File: config.mk
export PLATFORM = sky130hd
export DESIGN_NAME = dcr_device_flat
export DESIGN_NICKNAME = d
export VERILOG_FILES = /design/src/rtl/dcr_pkg.sv /design/src/rtl/dcr_link_if.sv /design/src/rtl/dcr_device.sv /design/src/flat_wrapper.sv
export VERILOG_INCLUDE_DIRS = /design/src /design/src/rtl
export SDC_FILE = /design/constraint.sdc
export NUM_CORES = 1
export LEC_CHECK = 0
export BUFFER_PORTS_ARGS = -buffer_cell sky130_fd_sc_hd__buf_2
export CAP_MARGIN = 20
export CORE_MARGIN = 5
export CORE_UTILIZATION = 62
export DETAILED_ROUTE_END_ITERATION = 10
export GPL_TIMING_DRIVEN = 0
export PLACE_DENSITY = 0.86
export SLEW_MARGIN = 15
export SYNTH_ARGS = -nofsm -noshare
export SYNTH_HDL_FRONTEND = slang
export SYNTH_SLANG_ARGS = --single-unit
File: constraint.sdc
create_clock -name REF_CLK_I -period 5.29 [get_ports REF_CLK_I]
set_input_delay 0.2645 -clock REF_CLK_I [delete_from_list [all_inputs] [get_ports REF_CLK_I]]
set_output_delay 0.2645 -clock REF_CLK_I [all_outputs]
set_load 0.005 [all_outputs]
File: src/rtl/dcr_regs.svh
// Register map, field positions, reset values and timing counts
`ifndef DCR_REGS_SVH
`define DCR_REGS_SVH

`define DCR_OFF_CODE_CH0 7'h1b
`define DCR_OFF_CODE_CH1 7'h1c
`define DCR_OFF_LOW_CH2 7'h13
`define DCR_OFF_HIGH_CH2 7'h14
`define DCR_OFF_RAMP_CH2 7'h18
`define DCR_CODE_RST 16'h0000
`define DCR_RAMP_RST 16'h0000
`define DCR_CODE_MSB 15
`define DCR_CODE_LSB 4
`define DCR_FALL_MSB 3
`define DCR_FALL_LSB 1
`define DCR_RISE_MSB 6
`define DCR_RISE_LSB 4
`define DCR_LOGEN_BIT 7
`define DCR_DIR_BIT 15
`define DCR_LOG_SHIFT 5

`define DCR_CLK_MHZ 250
`define DCR_STEP0_NS 4000
`define DCR_STEP1_NS 12000
`define DCR_STEP2_NS 27040
`define DCR_STEP3_NS 60720
`define DCR_STEP4_NS 136720
`define DCR_STEP5_NS 418640
`define DCR_NS_TO_CYC(ns) (((ns) * `DCR_CLK_MHZ) / 1000)

`define DCR_FRAME_BITS 24
`define DCR_RD_BIT 23
`define DCR_HALF_CYC 8

`define DCR_WB_CMD 8'h00
`define DCR_WB_WDATA 8'h04
`define DCR_WB_RDATA 8'h08
`define DCR_WB_STAT 8'h0c
`define DCR_CMD_RD_BIT 8
`define DCR_STAT_BUSY_BIT 0
`define DCR_STAT_DONE_BIT 1

`endif

File: src/rtl/dcr_pkg.sv
// Shared types for the code register bank and its controller
package dcr_pkg;
  typedef enum logic [1:0] {
    DCR_H_IDLE = 2'b00,
    DCR_H_SHIFT = 2'b01,
    DCR_H_GAP = 2'b10
  } dcr_host_state_t;
  typedef logic [11:0] dcr_code_t;
endpackage

File: src/rtl/dcr_link_if.sv
// Serial link between controller and code register bank
`timescale 1ns/10ps
interface dcr_link_if;
  logic sclk;
  logic cs_n;
  logic mosi;
  logic miso;
  modport device (input sclk, input cs_n, input mosi, output miso);
  modport host (output sclk, output cs_n, output mosi, input miso);
endinterface

File: src/rtl/dcr_device.sv
// Code register bank end: serial slave, code registers and log ramp
`timescale 1ns/10ps
`include "dcr_regs.svh"
module dcr_device #(
  parameter int CODE_BITS = 10,
  parameter int STEP_CYC_0 = `DCR_NS_TO_CYC(`DCR_STEP0_NS),
  parameter int STEP_CYC_1 = `DCR_NS_TO_CYC(`DCR_STEP1_NS),
  parameter int STEP_CYC_2 = `DCR_NS_TO_CYC(`DCR_STEP2_NS),
  parameter int STEP_CYC_3 = `DCR_NS_TO_CYC(`DCR_STEP3_NS),
  parameter int STEP_CYC_4 = `DCR_NS_TO_CYC(`DCR_STEP4_NS),
  parameter int STEP_CYC_5 = `DCR_NS_TO_CYC(`DCR_STEP5_NS)
) (
  input wire logic REF_CLK_I,
  input wire logic SRST_I,
  dcr_link_if.device LINK,
  output logic [CODE_BITS-1:0] CODE_CH0_O,
  output logic [CODE_BITS-1:0] CODE_CH1_O,
  output logic [CODE_BITS-1:0] CODE_CH2_O,
  output logic RAMP_BUSY_O
);

  // Keeps only the top CODE_BITS of the 12-bit field
  localparam dcr_pkg::dcr_code_t CODE_MASK = ~(12'hfff >> CODE_BITS);

  // Pin synchronisers
  logic sclk_s1_q, sclk_s2_q, sclk_s3_q;
  logic cs_s1_q, cs_s2_q;
  logic mosi_s1_q, mosi_s2_q;

  always_ff @(posedge REF_CLK_I) begin
    if (SRST_I) begin
      sclk_s1_q <= 1'b0;
      sclk_s2_q <= 1'b0;
      sclk_s3_q <= 1'b0;
      cs_s1_q <= 1'b1;
      cs_s2_q <= 1'b1;
      mosi_s1_q <= 1'b0;
      mosi_s2_q <= 1'b0;
    end else begin
      sclk_s1_q <= LINK.sclk;
      sclk_s2_q <= sclk_s1_q;
      sclk_s3_q <= sclk_s2_q;
      cs_s1_q <= LINK.cs_n;
      cs_s2_q <= cs_s1_q;
      mosi_s1_q <= LINK.mosi;
      mosi_s2_q <= mosi_s1_q;
    end
  end

  logic sclk_rise, sclk_fall;
  assign sclk_rise = sclk_s2_q & ~sclk_s3_q;
  assign sclk_fall = ~sclk_s2_q & sclk_s3_q;

  // Register state
  dcr_pkg::dcr_code_t code0_q, code0_d, code1_q, code1_d;
  dcr_pkg::dcr_code_t low_q, low_d, high_q, high_d, code2_q, code2_d;
  logic [15:0] ramp_q, ramp_d;
  logic [16:0] tick_q, tick_d;
  logic busy_q, busy_d;

  // Frame state
  logic [4:0] bit_q, bit_d;
  logic [23:0] rx_q, rx_d;
  logic [15:0] tx_q, tx_d;
  logic miso_q, miso_d;
  logic wr_stb;
  logic [6:0] wr_addr;
  logic [15:0] wr_data;

  function automatic logic [15:0] read_mux(input logic [6:0] addr,
      input dcr_pkg::dcr_code_t c0, input dcr_pkg::dcr_code_t c1,
      input dcr_pkg::dcr_code_t lo, input dcr_pkg::dcr_code_t hi,
      input logic [15:0] rp);
    logic [15:0] val;
    val = 16'h0000;
    case (addr)
      `DCR_OFF_CODE_CH0: val = {c0, 4'h0};
      `DCR_OFF_CODE_CH1: val = {c1, 4'h0};
      `DCR_OFF_LOW_CH2: val = {lo, 4'h0};
      `DCR_OFF_HIGH_CH2: val = {hi, 4'h0};
      `DCR_OFF_RAMP_CH2: val = rp;
      default: val = 16'h0000;
    endcase
    return val;
  endfunction

  always_comb begin
    bit_d = bit_q;
    rx_d = rx_q;
    tx_d = tx_q;
    miso_d = miso_q;
    wr_stb = 1'b0;
    if (cs_s2_q) begin
      bit_d = 5'd0;
    end else if (sclk_rise) begin
      rx_d = {rx_q[22:0], mosi_s2_q};
      bit_d = bit_q + 5'd1;
      // Address complete: latch read data so it leaves on the next falling edges
      if (bit_q == 5'd7) begin
        tx_d = read_mux(rx_d[6:0], code0_q, code1_q, low_q, high_q, ramp_q);
      end
      if (bit_q == 5'(`DCR_FRAME_BITS - 1)) begin
        wr_stb = ~rx_d[`DCR_RD_BIT];
      end
    end else if (sclk_fall) begin
      miso_d = tx_q[15];
      tx_d = {tx_q[14:0], 1'b0};
    end
  end

  assign wr_addr = rx_d[22:16];
  assign wr_data = rx_d[15:0];

  always_ff @(posedge REF_CLK_I) begin
    if (SRST_I) begin
      bit_q <= 5'd0;
      rx_q <= 24'h000000;
      tx_q <= 16'h0000;
      miso_q <= 1'b0;
    end else begin
      bit_q <= bit_d;
      rx_q <= rx_d;
      tx_q <= tx_d;
      miso_q <= miso_d;
    end
  end

  // Ramp step interval lookup
  logic [2:0] step_sel;
  logic [16:0] step_cyc;
  logic [12:0] step_amt, up_val;
  dcr_pkg::dcr_code_t target;
  logic dir_up, ramp_en;

  always_comb begin
    dir_up = ramp_q[`DCR_DIR_BIT];
    ramp_en = ramp_q[`DCR_LOGEN_BIT];
    target = dir_up ? high_q : low_q;
    step_sel = dir_up ? ramp_q[`DCR_RISE_MSB:`DCR_RISE_LSB]
                      : ramp_q[`DCR_FALL_MSB:`DCR_FALL_LSB];
    case (step_sel)
      3'b000: step_cyc = 17'(STEP_CYC_0);
      3'b001: step_cyc = 17'(STEP_CYC_1);
      3'b010: step_cyc = 17'(STEP_CYC_2);
      3'b011: step_cyc = 17'(STEP_CYC_3);
      3'b100: step_cyc = 17'(STEP_CYC_4);
      default: step_cyc = 17'(STEP_CYC_5);
    endcase
    // One step is 1/32 of the present code, never less than one LSB
    step_amt = {1'b0, code2_q >> `DCR_LOG_SHIFT} & {1'b0, CODE_MASK};
    if (step_amt == 13'd0) begin
      step_amt = {1'b0, ~CODE_MASK + 12'h001};
    end
    up_val = {1'b0, code2_q} + step_amt;
  end

  always_comb begin
    code0_d = code0_q;
    code1_d = code1_q;
    low_d = low_q;
    high_d = high_q;
    ramp_d = ramp_q;
    code2_d = code2_q;
    tick_d = tick_q;
    busy_d = ramp_en && (code2_q != target);
    if (wr_stb) begin
      case (wr_addr)
        `DCR_OFF_CODE_CH0: code0_d = wr_data[15:4] & CODE_MASK;
        `DCR_OFF_CODE_CH1: code1_d = wr_data[15:4] & CODE_MASK;
        `DCR_OFF_LOW_CH2: low_d = wr_data[15:4] & CODE_MASK;
        `DCR_OFF_HIGH_CH2: high_d = wr_data[15:4] & CODE_MASK;
        `DCR_OFF_RAMP_CH2: ramp_d = wr_data & 16'h80fe;
        default: ramp_d = ramp_q;
      endcase
    end
    if (!ramp_en || code2_q == target) begin
      tick_d = 17'd0;
    end else if (tick_q >= step_cyc - 17'd1) begin
      tick_d = 17'd0;
      if (dir_up) begin
        if (code2_q == 12'h000 && target != 12'h000) begin
          code2_d = ~CODE_MASK + 12'h001;
        end else if (up_val > {1'b0, target}) begin
          code2_d = target;
        end else begin
          code2_d = up_val[11:0];
        end
      end else if ({1'b0, code2_q} < {1'b0, target} + step_amt) begin
        code2_d = target;
      end else begin
        code2_d = code2_q - step_amt[11:0];
      end
    end else begin
      tick_d = tick_q + 17'd1;
    end
  end

  always_ff @(posedge REF_CLK_I) begin
    if (SRST_I) begin
      code0_q <= 12'(`DCR_CODE_RST >> `DCR_CODE_LSB);
      code1_q <= 12'(`DCR_CODE_RST >> `DCR_CODE_LSB);
      low_q <= 12'h000;
      high_q <= 12'h000;
      ramp_q <= `DCR_RAMP_RST;
      code2_q <= 12'h000;
      tick_q <= 17'd0;
      busy_q <= 1'b0;
    end else begin
      code0_q <= code0_d;
      code1_q <= code1_d;
      low_q <= low_d;
      high_q <= high_d;
      ramp_q <= ramp_d;
      code2_q <= code2_d;
      tick_q <= tick_d;
      busy_q <= busy_d;
    end
  end

  assign LINK.miso = miso_q;
  assign CODE_CH0_O = code0_q[11 -: CODE_BITS];
  assign CODE_CH1_O = code1_q[11 -: CODE_BITS];
  assign CODE_CH2_O = code2_q[11 -: CODE_BITS];
  assign RAMP_BUSY_O = busy_q;

endmodule // dcr_device

File: src/flat_wrapper.sv
// flat-port wrapper written by rule: the top's interface ports become plain ports
module dcr_device_flat 
#(
  parameter int CODE_BITS = 10,
  parameter int STEP_CYC_0 = `DCR_NS_TO_CYC(`DCR_STEP0_NS),
  parameter int STEP_CYC_1 = `DCR_NS_TO_CYC(`DCR_STEP1_NS),
  parameter int STEP_CYC_2 = `DCR_NS_TO_CYC(`DCR_STEP2_NS),
  parameter int STEP_CYC_3 = `DCR_NS_TO_CYC(`DCR_STEP3_NS),
  parameter int STEP_CYC_4 = `DCR_NS_TO_CYC(`DCR_STEP4_NS),
  parameter int STEP_CYC_5 = `DCR_NS_TO_CYC(`DCR_STEP5_NS)
)
  (REF_CLK_I, SRST_I, CODE_CH0_O, CODE_CH1_O, CODE_CH2_O, RAMP_BUSY_O, LINK_sclk, LINK_cs_n, LINK_mosi, LINK_miso);
  dcr_link_if LINK_i ();
  input wire logic REF_CLK_I;
  input wire logic SRST_I;
  output logic [CODE_BITS-1:0] CODE_CH0_O;
  output logic [CODE_BITS-1:0] CODE_CH1_O;
  output logic [CODE_BITS-1:0] CODE_CH2_O;
  output logic RAMP_BUSY_O;
  input wire logic [$bits(LINK_i.sclk)-1:0] LINK_sclk;
  input wire logic [$bits(LINK_i.cs_n)-1:0] LINK_cs_n;
  input wire logic [$bits(LINK_i.mosi)-1:0] LINK_mosi;
  output wire logic [$bits(LINK_i.miso)-1:0] LINK_miso;
  assign LINK_i.sclk = LINK_sclk;
  assign LINK_i.cs_n = LINK_cs_n;
  assign LINK_i.mosi = LINK_mosi;
  assign LINK_miso = LINK_i.miso;
  dcr_device #(.CODE_BITS(CODE_BITS), .STEP_CYC_0(STEP_CYC_0), .STEP_CYC_1(STEP_CYC_1), .STEP_CYC_2(STEP_CYC_2), .STEP_CYC_3(STEP_CYC_3), .STEP_CYC_4(STEP_CYC_4), .STEP_CYC_5(STEP_CYC_5)) u_core (.REF_CLK_I(REF_CLK_I), .SRST_I(SRST_I), .LINK(LINK_i), .CODE_CH0_O(CODE_CH0_O), .CODE_CH1_O(CODE_CH1_O), .CODE_CH2_O(CODE_CH2_O), .RAMP_BUSY_O(RAMP_BUSY_O));
endmodule
==> reports/qor.yml, run 1 <==
status: "finished clean"
die_y_um: 120
maxSlewViolCount: 0
cts_buffer_depth: 2
wl_met1_um: 8160
cts_hold_buf: 0
drc: 0
rows: 40
gp_congestion: 0.994
synth_flop_cell: "dfxtp_1"
start_kind: "flop"
synthMuxAreaShare_pct: 10.7
syn_area_sq_mm: 0.00751
h-tree-depth: 4
final_common_cell: "nor2_1"
final-seq-area_sq_mm: 0.00254
power_density_mw_per_mm2: 253
clk_pin_slew_ns: 0.06
drive_gt1_share_pct: 11.2
place_ws_ns: -0.00109
grt_overflow: 0
num-nets-final: 993
fin_area_sq_mm: 0.00850
drv_cap: 0
end_kind: "flop"
fmax_mhz: 206
wl_met3_um: 1760
synth-compound-area-share_pct: 14.4
tightest_slew_ns: 0.791
area_growth_pct: 13.2
ant_nets: 0
hold_class: "in -> reg"
io_pins: 37
clkLatencyLatePin_ns: 0.42
total_power_uw: 2150
fill_cells: 900
avgViaCountPerCell: 6.21
path_max_fanout: 10
ys_top_cells_by_area: "dfxtp_1 34%, mux2i_1 10%, ha_1 8.7%"
synth_edf_count: 0
start_util_pct: 62.8
grt_usage_pct: 27.8
avgSynthCellArea_sq_um: 8.54
synth_area_leader_cell: "dfxtp_1"
dieArea_sq_mm: 0.0144
synthAdderAreaFrac_pct: 9.46
synth_top_area_share_pct: 33.9
ys_seq_area_share_pct: 33.9
fin_ws_ns: 0.439
vias: 6786
post-route-period-util_pct: 91.7
port_buffers: 35
antenna_found_initial: 0
stdcell_count: 1093
grt_pass1_wl_um: 31900
top_layer: "met4"
firstDrtPassIters: 7
yosysWarnings: 0
yosys_register_bits: 127
grt_pass1_vias: 6367
synthArstFlopShare_pct: 0
cts.sinks: 127
leakage_uw: 0.00362
routed_wl_um: 19900
wl_per_cell_um: 18.2
cts_tree: "built"
finalSetupViolCount: 0
synth_cells: 879
rsz0062_at_grt: "false"
synthSimpleGateAreaFrac_pct: 20.6
diodes: 0
skew_ns: 0.00539
synth_top_family_by_area: "simple AND/OR/NAND/NOR gates"
dp_hpwl_um: 14200
synth_xor_area_share_pct: 5.83
slew_headroom_pct: 45.8
syn-num-nets: 939
die_w_um: 120
coreArea_sq_mm: 0.0120
met2WireLength_um: 9300
cts_root_buffer: "clkbuf_16"
finalHoldViolCount: 0
worstSetupPathType: "reg -> reg"
synth_cell_types: 64
multi_input_area_sq_mm: 0.00463
dpl.cell_count: 1061
placed_area_sq_mm: 0.00787
worstPathArrival_ns: 5.18
drt_iter0_drc: 666
max-vdd-ir-drop_v: 0.000231
grt_max_degree: 17
final_cell_mix: "134 x nor2_1, 127 x dfxtp_1, 76 x mux2i_1, 74 x nand2_1, 52 x ha_1"
required_ns: 5.61
cts_buffers: 17
period_needed_ns: 4.85
[state kept, by name, summed over array words and instances (netlist names), 10 cells and up]
register	flops
u_core.rx_q	23
u_core.tick_q	17
u_core.tx_q	15
u_core.code0_q	10
u_core.code1_q	10
u_core.code2_q	10
u_core.high_q	10
u_core.low_q	10
[layout make-up]
| type | instances | share of cell area (%) |
|---|---|---|
| inverters | 35 | 1.54 |
| clock buffers | 18 | 5.16 |
| repair buffers | 36 | 2.15 |
| flip-flops and latches | 127 | 29.9 |
| clock inverters | 14 | 1.66 |
| plain buffers | 52 | 2.94 |
| well taps | 147 | 2.16 |
| multi-input cells | 664 | 54.5 |
[power by group]
| part | total (uW) | leakage (uW) | switching [uW] | internal [uW] |
|---|---|---|---|---|
| Sequential | 961 | 0.00102 | 1.55 | 960 |
| Combinational | 34.1 | 0.00232 | 26.3 | 7.82 |
| Clock | 1150 | 0.000278 | 450 | 704 |
[final timing paths]
kind	from	endpoint	slack, ns	cells past startpoint
worst max register to register	u_core.code2_q[10]	u_core.code2_q[10]	0.44	20
worst max-delay path	u_core.code2_q[10]	u_core.code2_q[10]	0.44	20
worst min register to register	u_core.cs_s1_q	u_core.cs_s2_q	0.42	1
worst min-delay path	LINK_cs_n	u_core.cs_s1_q	0.06	2
[through the flow]
stage                     hold slack (ns)  setup TNS [ns]  utilization (%)
after global routing               0.0447               0             71.1
after detailed placement            0.397        -0.00109             65.8
final                              0.0558               0             71.1
after CTS                          0.0464               0             70.7
after floorplan                     0.368               0                -
after global placement              0.393               0             65.8
[worst max-delay path, stage by stage (launching register included)]
cell and delay (ns):
dfxtp_1 0.33, clkbuf_1 0.25, nor4_2 0.35, or2_2 0.18, ha_1 0.17, inv_1 0.06, fa_1 0.39, o21ba_2 0.26
o311ai_4 0.32, nand4_1 0.16, xnor2_1 0.25, inv_1 0.07, ha_1 0.28, a21o_1 0.16, a21o_1 0.20, a32oi_4 0.28
and2_1 0.21, buf_2 0.23, mux2i_1 0.26, a21oi_1 0.09, a211oi_1 0.25
[Yosys cell counts, drive strengths merged, types with 15 or more instances]
cell type  number
nor2          134
clkbuf         35
mux2i          79
inv            33
o21ai          23
xnor2          31
nor3           23
buf            18
ha             52
nand2          74
xor2           19
a21oi          39
dfxtp         127
and2           15
nand3          15
[cells by family after synthesis]
group	count (synthesis)
compound gates	150
xor+xnor	50
fa+ha+maj	55
buf+inv	88
flops	127
mux	79
other cells	1
simple gates	329
[routing by layer]
layer / vias up / global-route usage (%)
met1: 3187 / 35.3
li1: 3197 / -
met3: 71 / 6.31
met5: - / 0
met4: 0 / 13.1
met2: 331 / 44.6
[repair_timing]
action	CTS	global route
buffers inserted	0	1
gates resized for setup	1	7
pin swaps	0	1
gates cloned	0	0
endpoints found under the setup margin	1	10
Power figures use the tool's default switching activity.
==> run 2, diff against run 1 <==
Settings changed: CORE_UTILIZATION 62 to 31, PLACE_DENSITY 0.86 to 0.52.
==> reports/qor.yml, run 2 (synthesized netlist as in run 1, its figures left out) <==
status: "finished clean"
worstSetupPathType: "reg -> reg"
avgViaCountPerCell: 5.02  # -19%
leakage_uw: 0.00365  # +0.68%
drv_cap: 0  # unchanged
vias: 6381  # -6.0%
wl_per_cell_um: 16.9  # -7.2%
cts_root_buffer: "clkbuf_16"
drt_iter0_drc: 456  # -32%
finalSetupViolCount: 0  # unchanged
max-vdd-ir-drop_v: 0.000201  # -13%
largestRegisters: "u_core.rx_q: 23 flops, u_core.tick_q: 17 flops, u_core.tx_q: 15 flops"
fmax_mhz: 203  # -1.7%
grt_pass1_vias: 6231  # -2.1%
place_ws_ns: -0.196  # -0.194 ns
dpl.cell_count: 1238  # +17%
die_y_um: 166  # +38%
cts_tree: "built"
num-nets-final: 994  # +0.10%
coreArea_sq_mm: 0.0241  # +100%
h-tree-depth: 4  # unchanged
grt_overflow: 0  # unchanged
period_needed_ns: 4.94  # +0.0843 ns
area_growth_pct: 16.4
grt_usage_pct: 15.7  # -12 points
post-route-period-util_pct: 93.3  # +1.6 points
dieArea_sq_mm: 0.0274  # +90%
start_util_pct: 31.2  # -32 points
ant_nets: 0  # unchanged
largest_reg_flops: 23  # unchanged
fill_cells: 2579  # +190%
clk_pin_slew_ns: 0.06  # about the same
tightest_slew_ns: 0.833  # +0.0415 ns
fin_tns_setup_ns: 0  # unchanged
grt_max_degree: 17  # unchanged
skew_ns: 0.0104  # +0.00503 ns
multi_input_area_sq_mm: 0.00463  # unchanged
rows: 57  # +43%
end_kind: "flop"
maxSlewViolCount: 0  # unchanged
stdcell_count: 1270  # +16%
hold_class: "in -> reg"
total_power_uw: 2170  # +0.84%
dp_hpwl_um: 16300  # +14%
worstPathArrival_ns: 5.26  # +0.08 ns
cts.sinks: 127  # unchanged
diodes: 0  # unchanged
drc: 0  # unchanged
cts_buffers: 17  # unchanged
routed_wl_um: 21500  # +7.9%
final-seq-area_sq_mm: 0.00254  # unchanged
cts_buffer_depth: 2  # unchanged
regMostFlops: "u_core.rx_q"
antenna_found_initial: 0  # unchanged
slew_headroom_pct: 42.9  # -2.8 points
final_common_cell: "nor2_1"
clkLatencyLatePin_ns: 0.42  # about the same
port_buffers: 35  # unchanged
grt_pass1_wl_um: 34800  # +9.1%
final_cell_mix: "134 x nor2_1, 127 x dfxtp_1, 76 x mux2i_1, 74 x nand2_1, 52 x ha_1"
start_kind: "flop"
gp_congestion: 0.860  # -14%
finalHoldViolCount: 0  # unchanged
required_ns: 5.61  # about the same
die_w_um: 166  # +38%
fin_ws_ns: 0.355  # -0.0843 ns
rsz0062_at_grt: "false"
io_pins: 37  # unchanged
drive_gt1_share_pct: 11.3  # +0.11 points
firstDrtPassIters: 5  # -2
power_density_mw_per_mm2: 248  # -1.9%
path_max_fanout: 10  # unchanged
-- run 2: changes by cell type in the layout (fill, tap and decap cells not counted), sizes merged --
cell	previous run	this run
buf	54	55
clkbuf	52	55
clkinvlp	4	1
inv	35	34
-- run 2: what timing repair did --
action / 4_1_cts / 5_1_grt
hold buffers: 0 / 0
pin swaps: 1 / 0
gates resized for setup: 2 / 11
endpoints found under the setup margin: 9 / 10
setup buffers: 1 / 0
-- run 2: worst paths after layout --
path	cells past startpoint	to	start	slack [ns]
worst max-delay path	20	u_core.code2_q[10]	u_core.code2_q[11]	0.35
worst min-delay path	2	u_core.cs_s1_q	LINK_cs_n	0.05
worst max register to register	20	u_core.code2_q[10]	u_core.code2_q[11]	0.35
worst min register to register	1	u_core.cs_s2_q	u_core.cs_s1_q	0.41
-- run 2: final cells by class --
cell class	count	share of cell area, %
Multi-Input combinational cell	664	53.0
Sequential cell	127	29.1
Clock buffer	21	5.50
Tap cell	324	4.64
Buffer	53	2.93
Timing Repair Buffer	36	2.09
Inverter	35	1.50
Clock inverter	10	1.26
-- run 2: report_power, final --
group | switching (uW) | total [uW] | internal, uW
sequential | 1.45 | 961 | 960
combinational | 26.1 | 34.0 | 7.86
clock | 433 | 1170 | 738
-- run 2: per-stage QoR --
stage / util (%) / cell area, sq um / hold slack [ns]
after floorplan: - / 7510 / 0.368
after global placement: 33.6 / 8090 / 0.398
after detailed placement: 33.6 / 8090 / 0.394
after CTS: 36.1 / 8700 / 0.0361
after global routing: 36.3 / 8740 / 0.0494
final: 36.3 / 8740 / 0.0466
-- run 2: metal layers --
layer  up-vias  part of all wire [%]  global-route usage (%)
li1       3199                     -                       -
met1      3023                    49                    21.9
met2       128                    45                    24.8
met3        31                   3.8                    2.86
met4         0                   2.0                    4.59
met5         -                     0                       0
-- run 2: worst max-delay path: stages, from the launching register on --
cell,delay (ns)
dfxtp_1,0.35
clkbuf_1,0.27
nor4_2,0.37
or2_2,0.20
ha_1,0.18
inv_1,0.06
fa_1,0.39
o21ba_2,0.27
o311ai_4,0.31
nand4_1,0.16
xnor2_1,0.23
inv_1,0.07
ha_1,0.29
a21o_1,0.16
a21o_1,0.20
a32oi_4,0.30
and2_1,0.20
buf_2,0.24
mux2i_1,0.22
a21oi_1,0.09
a211oi_1,0.27
